===== config.mk =====
export PLATFORM = sky130hd
export DESIGN_NAME = rwx_exec
export DESIGN_NICKNAME = d
export VERILOG_FILES = /design/src/hw/rwx_pkg.sv /design/src/hw/rwx_stack_mem.sv /design/src/hw/rwx_exec.sv
export SDC_FILE = /design/constraint.sdc
export NUM_CORES = 2
export LEC_CHECK = 0
export BUFFER_PORTS_ARGS = -buffer_cell sky130_fd_sc_hd__buf_2
export CORE_ASPECT_RATIO = 0.7
export CORE_UTILIZATION = 57
export CTS_CLUSTER_SIZE = 25
export DETAILED_ROUTE_END_ITERATION = 16
export HOLD_SLACK_MARGIN = 0.03
export PLACE_DENSITY_LB_ADDON = 0.12
export SETUP_SLACK_MARGIN = 0.4
export SLEW_MARGIN = 20
export SYNTH_ARGS = -nofsm -noshare
export SYNTH_HDL_FRONTEND = slang
export SYNTH_SLANG_ARGS = --single-unit

===== constraint.sdc =====
create_clock -name clock -period 4.3 [get_ports clock]
set_clock_uncertainty 0.15 [all_clocks]
set_input_delay 0.86 -clock clock [delete_from_list [all_inputs] [get_ports clock]]
set_output_delay 0.86 -clock clock [all_outputs]
set_load 0.1 [all_outputs]

===== src/hw/rwx_pkg.sv =====
/*
 package of constants and types for the return / idle / watchdog-clear execution unit.
 assumes an 8-bit core with a byte-wide stack in data memory and 16-bit pc.
*/
// Functional notes
// - interrupt return resumes the interrupted program
// - interrupt return re-enables global interrupts automatically
// - idle changes nothing but advances pc
// - watchdog clear restarts watchdog count
// - none of these four touch flags
package rwx_pkg;
   localparam int  PC_W        = 16;
   localparam int  SP_W        = 8;
   localparam int  FLAG_W      = 4;
   localparam int  OPC_W       = 3;
   localparam int  STACK_DEPTH = 256;
   localparam logic [SP_W-1:0]  SP_RESET    = 8'h00;
   localparam logic [PC_W-1:0]  PC_RESET    = 16'h0000;
   localparam logic [SP_W-1:0]  SP_POP_STEP = 8'h02;
   localparam logic [PC_W-1:0]  PC_STEP     = 16'h0001;
   localparam logic [FLAG_W-1:0] FLAG_RESET = 4'h0;
   // flag field positions
   localparam int  FLAG_ZERO_POS   = 0;
   localparam int  FLAG_BORROW_POS = 1;
   localparam int  FLAG_HALF_POS   = 2;
   localparam int  FLAG_SIGNED_POS = 3;

   typedef enum logic [OPC_W-1:0] {
      RWX_OP_NONE     = 3'h0,
      RWX_OP_CALLEXIT = 3'h1,
      RWX_OP_ISREXIT  = 3'h2,
      RWX_OP_IDLE     = 3'h3,
      RWX_OP_WDCLEAR  = 3'h4
   } rwx_op_t;

   typedef enum logic [3:0] {
      RWX_ST_READY = 4'h1,
      RWX_ST_LOW   = 4'h2,
      RWX_ST_HIGH  = 4'h4,
      RWX_ST_DONE  = 4'h8
   } rwx_state_t;
endpackage : rwx_pkg


===== src/hw/rwx_stack_mem.sv =====
/*
 byte-wide stack memory with registered read data.
 assumes single clock; write and read addresses independent.
*/
`timescale 1ns/1ps
module rwx_stack_mem #(
   parameter int DEPTH = 256,
   parameter int AW    = 8
) (
   input  wire logic          clock,
   input  wire logic          wr_en,
   input  wire logic [AW-1:0] wr_addr,
   input  wire logic [7:0]    wr_data,
   input  wire logic [AW-1:0] rd_addr,
   output logic      [7:0]    rd_data
);
   logic [7:0] mem [DEPTH];

   // no reset on the array; read data stays undefined until the address read has been written
   always_ff @(posedge clock) begin
      if (wr_en) begin
         mem[wr_addr] <= wr_data;
      end
      rd_data <= mem[rd_addr];
   end
endmodule : rwx_stack_mem


===== src/hw/rwx_exec.sv =====
/*
 executes the subroutine return, interrupt return, idle and watchdog-clear
 instructions of a small 8-bit core.
 assumes the decoder presents one op with op_valid for one cycle while ready,
 and that pushes (calls, interrupt entry) arrive through push_* in other cycles.
*/
`timescale 1ns/1ps
module rwx_exec
   import rwx_pkg::*;
#(
   parameter int DEPTH = rwx_pkg::STACK_DEPTH
) (
   input  wire logic                      clock,
   input  wire logic                      rstn,
   input  wire logic                      op_valid,
   input  wire rwx_pkg::rwx_op_t          op,
   input  wire logic                      push_en,
   input  wire logic [7:0]                push_data,
   input  wire logic [rwx_pkg::FLAG_W-1:0] flags_in,
   input  wire logic                      gie_clear,
   output logic                           ready,
   output logic                           done,
   output logic [rwx_pkg::PC_W-1:0]       pc,
   output logic [rwx_pkg::SP_W-1:0]       sp,
   output logic [rwx_pkg::FLAG_W-1:0]     flags,
   output logic                           gie,
   output logic                           wdt_clear
);
   import rwx_pkg::*;

   // sequencing group: where a return stands and what it has read so far
   rwx_state_t           state;
   rwx_state_t           next_state;
   logic                 next_ready;
   logic                 next_done;
   logic                 is_isr;
   logic                 next_is_isr;
   logic [7:0]           pc_low;
   logic [7:0]           next_pc_low;

   // pointer group
   logic [PC_W-1:0]      next_pc;
   logic [SP_W-1:0]      next_sp;

   // side-effect group
   logic                 next_gie;
   logic                 next_wdt_clear;
   logic [FLAG_W-1:0]    next_flags;

   // shared decode of what is taken this cycle
   logic                 push_take;
   logic                 op_take;
   logic                 ret_take;
   logic                 step_take;
   logic                 ret_finish;

   // stack port
   logic                 mem_wr_en;
   logic [SP_W-1:0]      rd_addr;
   logic [7:0]           rd_data;

   function automatic logic [SP_W-1:0] sp_add(input logic [SP_W-1:0] a, input logic [SP_W-1:0] b);
      sp_add = SP_W'(a + b);
   endfunction : sp_add

   function automatic logic [PC_W-1:0] pc_step(input logic [PC_W-1:0] a);
      pc_step = PC_W'(a + PC_STEP);
   endfunction : pc_step

   // both returns share one pop sequence
   function automatic logic is_return(input rwx_op_t o);
      is_return = (o == RWX_OP_CALLEXIT) || (o == RWX_OP_ISREXIT);
   endfunction : is_return

   // ops that finish in their own slot and step the pc; watchdog clear also pulses wdt_clear
   function automatic logic is_single(input rwx_op_t o);
      is_single = (o == RWX_OP_IDLE) || (o == RWX_OP_WDCLEAR);
   endfunction : is_single

   // ready is high only in READY, so it alone gates what is taken;
   // whatever is offered while ready is low is dropped without a trace
   always_comb begin
      push_take  = ready && push_en;
      op_take    = ready && op_valid && !push_en;
      ret_take   = op_take && is_return(op);
      step_take  = op_take && is_single(op);
      ret_finish = (state == RWX_ST_DONE);
      mem_wr_en  = push_take;
   end

   rwx_stack_mem #(
      .DEPTH(DEPTH),
      .AW   (SP_W)
   ) u_mem (
      .clock  (clock),
      .wr_en  (mem_wr_en),
      .wr_addr(sp),
      .wr_data(push_data),
      .rd_addr(rd_addr),
      .rd_data(rd_data)
   );

   // read at the decremented sp on the taking edge, so [sp] is there in LOW;
   // sp+1 is then held through HIGH so [sp+1] still stands in DONE.
   // two extra cycles bought instead of a second read port
   always_comb begin
      case (state)
         RWX_ST_LOW, RWX_ST_HIGH: begin
            rd_addr = sp_add(sp, SP_W'(1));
         end
         default: begin
            rd_addr = sp_add(sp, SP_W'(-SP_POP_STEP));
         end
      endcase
   end

   always_comb begin
      next_state  = state;
      next_ready  = 1'b0;
      next_done   = 1'b0;
      next_is_isr = is_isr;
      next_pc_low = pc_low;
      case (state)
         RWX_ST_READY: begin
            // also the first cycle after reset; ready rises one edge later
            next_ready = !ret_take;
            if (ret_take) begin
               next_is_isr = (op == RWX_OP_ISREXIT);
               next_state  = RWX_ST_LOW;
            end
            if (step_take) begin
               next_done = 1'b1;
            end
         end
         RWX_ST_LOW: begin
            // low byte of the return address
            next_pc_low = rd_data;
            next_state  = RWX_ST_HIGH;
         end
         RWX_ST_HIGH: begin
            next_state = RWX_ST_DONE;
         end
         RWX_ST_DONE: begin
            next_done  = 1'b1;
            next_ready = 1'b1;
            next_state = RWX_ST_READY;
         end
         default: begin
            next_state = RWX_ST_READY;
         end
      endcase
   end

   always_ff @(posedge clock or negedge rstn) begin
      if (!rstn) begin
         state  <= RWX_ST_READY;
         ready  <= 1'b0;
         done   <= 1'b0;
         is_isr <= 1'b0;
         pc_low <= 8'h00;
      end else begin
         state  <= next_state;
         ready  <= next_ready;
         done   <= next_done;
         is_isr <= next_is_isr;
         pc_low <= next_pc_low;
      end
   end

   always_comb begin
      next_pc = pc;
      next_sp = sp;
      if (push_take) begin
         next_sp = sp_add(sp, SP_W'(1));
      end
      if (ret_take) begin
         // sp drops by two first, the address is then read at the new sp
         next_sp = sp_add(sp, SP_W'(-SP_POP_STEP));
      end
      if (step_take) begin
         next_pc = pc_step(pc);   // only pc moves
      end
      if (ret_finish) begin
         next_pc = {rd_data, pc_low};   // resume caller or interrupted code
      end
   end

   always_ff @(posedge clock or negedge rstn) begin
      if (!rstn) begin
         pc <= PC_RESET;
         sp <= SP_RESET;
      end else begin
         pc <= next_pc;
         sp <= next_sp;
      end
   end

   always_comb begin
      next_flags     = flags_in;   // copy of the core flags; these ops never write them
      next_wdt_clear = step_take && (op == RWX_OP_WDCLEAR);   // restart watchdog count
      next_gie       = gie;
      if (gie_clear) begin
         next_gie = 1'b0;
      end
      if (ret_finish && is_isr) begin
         // only once the return completes; wins over a clear in the same cycle
         next_gie = 1'b1;
      end
   end

   always_ff @(posedge clock or negedge rstn) begin
      if (!rstn) begin
         flags     <= FLAG_RESET;
         gie       <= 1'b0;
         wdt_clear <= 1'b0;
      end else begin
         flags     <= next_flags;
         gie       <= next_gie;
         wdt_clear <= next_wdt_clear;
      end
   end
endmodule : rwx_exec


# Word level (Yosys, flattened, before mapping)

Memories as Yosys holds them, arrays and structs flattened. A register that Yosys moved wholly into a read port is not among the register bits.
Index checks and enable logic that the tools add are counted.
W data, S select, Z words.

Register bits after elaboration: 45
Bits in latches: 0
Memory bits (writable): 2048
Bits in read-only memories: 0
Bits of input ports: 20
Output and inout port bits: 32
Logic and storage cells: 53
Memories kept: 1

Memory list:

| name      | words | width | rd ports | clocked after memory_dff | wr ports | line                | RTL |
|---|---|---|---|---|---|---|---|
| u_mem.mem | 256   | 8     | 1        | 1                        | 1        | rwx_stack_mem.sv:17 | `logic [7:0] mem [DEPTH];` |

Add/sub/neg operators: 3
Multiply operators: 0
Divide/modulo/power cells: 0
Magnitude comparators: 0
Equal/unequal tests: 9
Shifts and indexed selects: 0
Muxes and demuxes: 14
Bitwise logic cells: 0
Reductions and logical operators: 16

Operators with widths:

| operator                | number |
|---|---|
| $mux W16                | 2 |
| $mux W8                 | 3 |
| $add A16 B1 Y16 const B | 1 |
| $pmux W4 S3             | 1 |
| $add A8 B1 Y8 const B   | 1 |
| $add A8 B8 Y8 const B   | 1 |
| $logic_and A1 B1 Y1     | 7 |
| $eq A3 B2 Y1 const B    | 2 |
| $reduce_bool A2 Y1      | 3 |
| $mux W1                 | 5 |
| $eq A4 B1 Y1 const B    | 1 |
| $eq A4 B2 Y1 const B    | 1 |
| $eq A4 B3 Y1 const B    | 1 |
| $eq A4 B4 Y1 const B    | 1 |
| $mux W4                 | 1 |
| $pmux W1 S2             | 2 |
| $eq A3 B1 Y1 const B    | 1 |
| $eq A3 B3 Y1 const B    | 1 |
| $logic_not A1 Y1        | 2 |
| $logic_or A1 B1 Y1      | 2 |
| $ne A2 B2 Y1 const B    | 1 |
| $reduce_and A2 Y1       | 1 |
| $reduce_or A2 Y1        | 1 |

# Logic depth before layout (Yosys ltp)

Word-level depth: 5
Depth in mapped cells: 19
Gate-level depth less buffers: 11

# Modules after synthesis

A second synthesis with hierarchy kept.

Cells, all modules: 3971
Area total of the unflattened synthesis: 81909.8 sq um

By module, submodules not included:

| module        | instances | cells each | area each (sq um) | seq. area each (sq um) |
|---|---|---|---|---|
| rwx_stack_mem | 1         | 3733       | 79556.3           | 61659.1 |
| rwx_exec      | 1         | 238        | 2353.5            | 1127.3 |

# Worst setup path before layout

No wires, ideal clock.

Path kind: register to register
Start: register sp[0] (netlist name)
End: register u_mem.rd_data[5], read port of u_mem.mem
Library setup time: 0.129 ns
Arrival: 4.942 ns
Required time: 4.021 ns
Setup slack: -0.920 ns
Stages on the path, launching flop included: 18
Buffers on the path: 8
Period minus slack after synthesis: 5.220 ns
Path through: dfrtp_1 -> clkinv_1 -> clkbuf_1 -> clkbuf_1 -> buf_1 -> buf_1 -> ha_1 -> buf_2 -> buf_4 -> buf_2 -> buf_1 -> mux2i_1 -> a21oi_1 -> mux4_2 -> mux2i_1 -> o22ai_1 -> a32oi_1 -> a211oi_1

Longest elaborated chain between the ends: 2
Elaborated cells on any way between the ends: 3
Those cells by class: add/sub (2); mux (1)

RTL lines:

| item                                           | line                | RTL |
|---|---|---|
| from (decl)                                    | rwx_exec.sv:24      | `output logic [rwx_pkg::SP_W-1:0] sp,` |
| from (signal assigned)                         | rwx_exec.sv:194     | `sp <= next_sp;` |
| $add A8 B8 Y8 or $add A8 B1 Y8 (tied branches) | rwx_exec.sv:63      | `sp_add = SP_W'(a + b);` |
| $mux W8 (*)                                    | rwx_exec.sv:107     | `case (state)` |
| to (decl)                                      | rwx_stack_mem.sv:15 | `output logic [7:0] rd_data` |

Every way passes the cells marked *; elsewhere a longest branch is shown, timed or not.
A chain may end at the register's enable or synchronous reset.

# Worst setup path in the final report

Start: register state[3]
End: register u_mem.rd_data[5], read port of u_mem.mem

Longest elaborated chain between the ends: 3
Elaborated cells on any way between the ends: 4
Those cells by class: eq/ne (2); mux (1); reduce/logical (1)

RTL lines:

| item                                         | line            | RTL |
|---|---|---|
| from (decl)                                  | rwx_exec.sv:32  | `rwx_state_t state;` |
| from (signal assigned)                       | rwx_exec.sv:162 | `state <= next_state;` |
| $eq A4 B3 Y1 or $eq A4 B2 Y1 (tied branches) | rwx_exec.sv:107 |  |
| $reduce_or A2 Y1 (*)                         | rwx_exec.sv:107 |  |
| $mux W8 (*)                                  | rwx_exec.sv:107 |  |

Marked as above.

==> results.sh <==
export IMPL_holdPathStages=2
export IMPL_die_area_um2=162000
export IMPL_top_layer="met5"
export IMPL_post_place_ws_ns=-0.341
export IMPL_min_delay_start="gie_clear"
export IMPL_core_area_um2=159000
export IMPL_critPathTopFamily="simple AND/OR/NAND/NOR gates"
export IMPL_totalPowerFinal_mw=78.9
export IMPL_grt_max_degree=163
export IMPL_wl_met2_um=118000
export IMPL_nFillCells=10900
export IMPL_crit_type="reg2reg"
export IMPL_grt_pass1_vias=57800
export IMPL_netlist_area_um2=91400
export IMPL_max_freq_mhz=255
export IMPL_cp_data_required_time_ns=4.92
export IMPL_ff2ff_path_depth=11
export IMPL_gp_congestion=0.956
export IMPL_cts_tree="done"
export IMPL_route_layer_met1_wl_um=113000
export IMPL_startpoint_type="flop"
export IMPL_via_count=62200
export IMPL_cts_path_max_buffers=3
export IMPL_path_clk_slew_ns=0.06
export IMPL_post_route_period_util=0.912
export IMPL_pwr_share_comb=0.481
export IMPL_hpwlAfterDp_um=174000
export IMPL_grt_pass1_wl_um=401000
export IMPL_postRouteAntennaNets=0
export IMPL_rows=122
export IMPL_vias_per_cell=6.89
export IMPL_synth_area_leader_cell="edfxtp_1"
export IMPL_worstMarginPinSlew_ns=1.35
export IMPL_r2r_end="u_mem.rd_data[5]"
export IMPL_grt_overflow=0
export IMPL_cts_made_buffers=194
export IMPL_p_sw_mw=32.2
export IMPL_dieWidth_um=481
export IMPL_syn_nets=6451
export IMPL_status="finished, final reports clean"
export IMPL_worst_ep_arrival_time_ns=4.54
export IMPL_htreeDepth=4
export IMPL_routedWlPerCell_um=31.2
export IMPL_r2r_setup_slack_ns=0.38
export IMPL_clock_sinks=2101
export IMPL_insertion_delay_ns=0.86
export IMPL_finalSetupViolCount=0
export IMPL_synth_edf_count=2048
export IMPL_power_internal_mw=46.6
export IMPL_io_buffers=51
export IMPL_path_cells="or2_1, buf_4, nor3_1, o21a_1, or2_2, buf_4, nand2_1, o22ai_1, a32oi_2, buf_4, a211oi_1"
export IMPL_hold_class="in2reg"
export IMPL_clockRootBuffer="clkbuf_16"
export IMPL_dr_first_iter_drc_count=10500
export IMPL_grt_total_usage=0.342
export IMPL_slowest_stage="o22ai_1"
export IMPL_setup_slack_ns=0.379
export IMPL_synth_top_cell_area_share=0.673
export IMPL_cp_common_cell="buf_4"
export IMPL_design_area_um2=105000
export IMPL_rr_startpoint="state[3]"
export IMPL_power_frac_seq=0.295
export IMPL_wl_um=282000
export IMPL_period_minus_slack_ns=3.92
export IMPL_p_per_area_nw_per_um2=748
export IMPL_ir_worst_vdd_v=0.000740
export IMPL_synth_area_per_cell_um2=14.2
export IMPL_drive_gt1_frac=0.190
export IMPL_synthDistinctLibCells=83
export IMPL_cpPeakStageDelay_ns=0.61
export IMPL_min_to="gie"
export IMPL_grt_antenna_before_repair=8
export IMPL_nNetsFinal=6783
export IMPL_hold_viol=0
export IMPL_ys_flop_type="edfxtp_1"
export IMPL_syn_to_final_growth_pct=15.4
export IMPL_first_pass_iters=9
export IMPL_power_frac_clock=0.224
export IMPL_yosys_top_cells_area="edfxtp_1, mux4_2, mux2i_1, nand2_1, nor2_1"
export IMPL_worstPathMaxFanout=13
export IMPL_synth_seq_area_share=0.687
export IMPL_syn_inst=6424
export IMPL_synthArstFlopShare=0.0214
export IMPL_swShare=0.409
export IMPL_cap_violations=0
export IMPL_post_route_drc_count=0
export IMPL_p_leak_nw=35.1
export IMPL_wl_met3_um=41700
export IMPL_die_h_um=337
export IMPL_placed_area_um2=97100
export IMPL_worst_hold_slack_ns=0.0683
export IMPL_initial_utilization=0.576
export IMPL_cp_end_kind="flop"
export IMPL_maxSlewHeadroom=0.0969
export IMPL_rsz0062_at_grt="yes"
export IMPL_ys_seq_elements=2101
export IMPL_maxSlewViolCount=0
export IMPL_yosysWarnings=0
export IMPL_num_io_pins=52
export IMPL_cp_num_buf_inv=3
[cell type report]
class,instances,area [µm²],area share
timing repair buffer,640,6190,0.0587
sequential,2101,62800,0.596
multi-input combinational,3801,27300,0.259
clock inverter,133,1390,0.0132
antenna,9,22.5,0.000214
tap,2108,2640,0.0250
clock buffer,228,5040,0.0479
inverter,18,76.3,0.000724
[cells in the final DEF (no fill, tap or decap), drive strengths merged, types with 11 or more instances in the layout]
cell / instances
edfxtp: 2048
nand2: 762
buf: 622
nor2: 463
mux2i: 422
clkbuf: 238
nand3: 233
mux4: 199
o22ai: 177
a21oi: 158
a211oi: 155
o21ai: 152
nor3: 145
nand4: 143
a32oi: 134
clkinv: 100
nor2b: 96
a31oi: 81
and3: 48
dfrtp: 44
mux2: 38
o221ai: 33
nor4: 25
a2111oi: 25
bufinv: 24
and2: 22
inv: 21
o32ai: 21
or3: 20
o41ai: 20
a221oi: 20
a311oi: 18
xor2: 17
o311ai: 16
o31ai: 15
xnor2: 13
o211ai: 12
o2111ai: 11
[power groups by stage]
stage | clock network [mW] | logic (mW) | registers (mW)
after floorplan | 0 | 19.4 | 24.2
after global placement | 0 | 33.0 | 23.7
after detailed placement | 0 | 33.5 | 23.7
after CTS | 17.7 | 35.0 | 23.2
after global routing | 18.5 | 39.2 | 23.3
final | 17.6 | 38.0 | 23.3
[registers in the layout, summed over array words and instances, names as in the netlist]
| register | flops |
|---|---|
| u_mem.rd_data | 8 |
| pc_low | 8 |
| gie | 1 |
| u_mem.mem | 2048 |
| done | 1 |
| pc | 16 |
| state | 4 |
| ready | 1 |
| flags | 4 |
| sp | 8 |
| is_isr | 1 |
| wdt_clear | 1 |
[through the flow]
step | util | cells | setup TNS, ns
6_report | 0.665 | 9038 | 0
5_1_grt | 0.665 | 9029 | 0
4_1_cts | 0.658 | 8991 | 0
2_1_floorplan | - | 6424 | 0
3_5_place_dp | 0.612 | 8588 | -0.920
3_3_place_gp | 0.612 | 8586 | -2.47
[synthesized netlist by cell type (all sizes together), types with 8 or more instances]
cell	n
o311ai	16
buf	255
nor2b	96
or4	10
a311oi	18
mux2i	422
dfrtp	44
a32oi	134
or3	20
clkbuf	253
xnor2	13
xor2	16
a221oi	20
o32ai	21
o2111ai	11
a2111oi	25
nand4	143
mux4	199
dfxtp	8
o211ai	12
inv	16
o311a	8
nand3	232
nor3	145
nor2	463
nand2	762
a21oi	158
o21ai	152
nor4	25
o22ai	177
edfxtp	2048
and2	22
a211oi	155
o31ai	15
o41ai	20
and3	48
a31oi	81
mux2	38
o221ai	33
nand2b	10
[how the worst max path moves through the flow]
stage / start / endpoint / slack [ns] / cells past startpoint
finish: state[3] / u_mem.rd_data[5] / 0.38 / 11
global route: sp[1] / u_mem.rd_data[2] / 0.28 / 12
CTS: sp[1] / u_mem.rd_data[7] / 0.30 / 15
detailed placement: state[1] / u_mem.rd_data[5] / -0.34 / 10
global placement: sp[1] / u_mem.rd_data[2] / -0.70 / 14
floorplan: sp[0] / u_mem.rd_data[7] / 0.42 / 15
[cell families after synthesis]
kind of cell | count (synthesis) | synth area share
xor gates and xnor gates | 29 | 0.00323
AOI/OAI and AO/OA | 1107 | 0.0843
DFF | 2101 | 0.687
muxes | 659 | 0.100
and+or+nand+nor | 1995 | 0.0987
adders and majority gates | 7 | 0.000959
buffers and inverters | 526 | 0.0256
[metal layers]
| layer | up-vias | track usage |
|---|---|---|
| met5 | - | 0 |
| met4 | 12 | 0.112 |
| met3 | 564 | 0.105 |
| met2 | 4464 | 0.474 |
| met1 | 31200 | 0.515 |
| li1 | 26000 | - |
[worst reg2reg max path, delay by kind of cell (launching register included)]
family / cells / cell delay, ns
simple gates: 4 / 1.41
compound gates: 4 / 1.26
buf+inv: 3 / 0.62
flops: 1 / 0.42
[repair_timing]
item,4_1_cts,5_1_grt
resized for setup,77,92
cloned,5,10
hold buffers,5,0
pin swaps,16,20
buffers inserted,32,28
setup endpoints to repair,9,9
endpoints found under the hold margin,19,0
No activity file was read; power rests on OpenSTA's default activity.
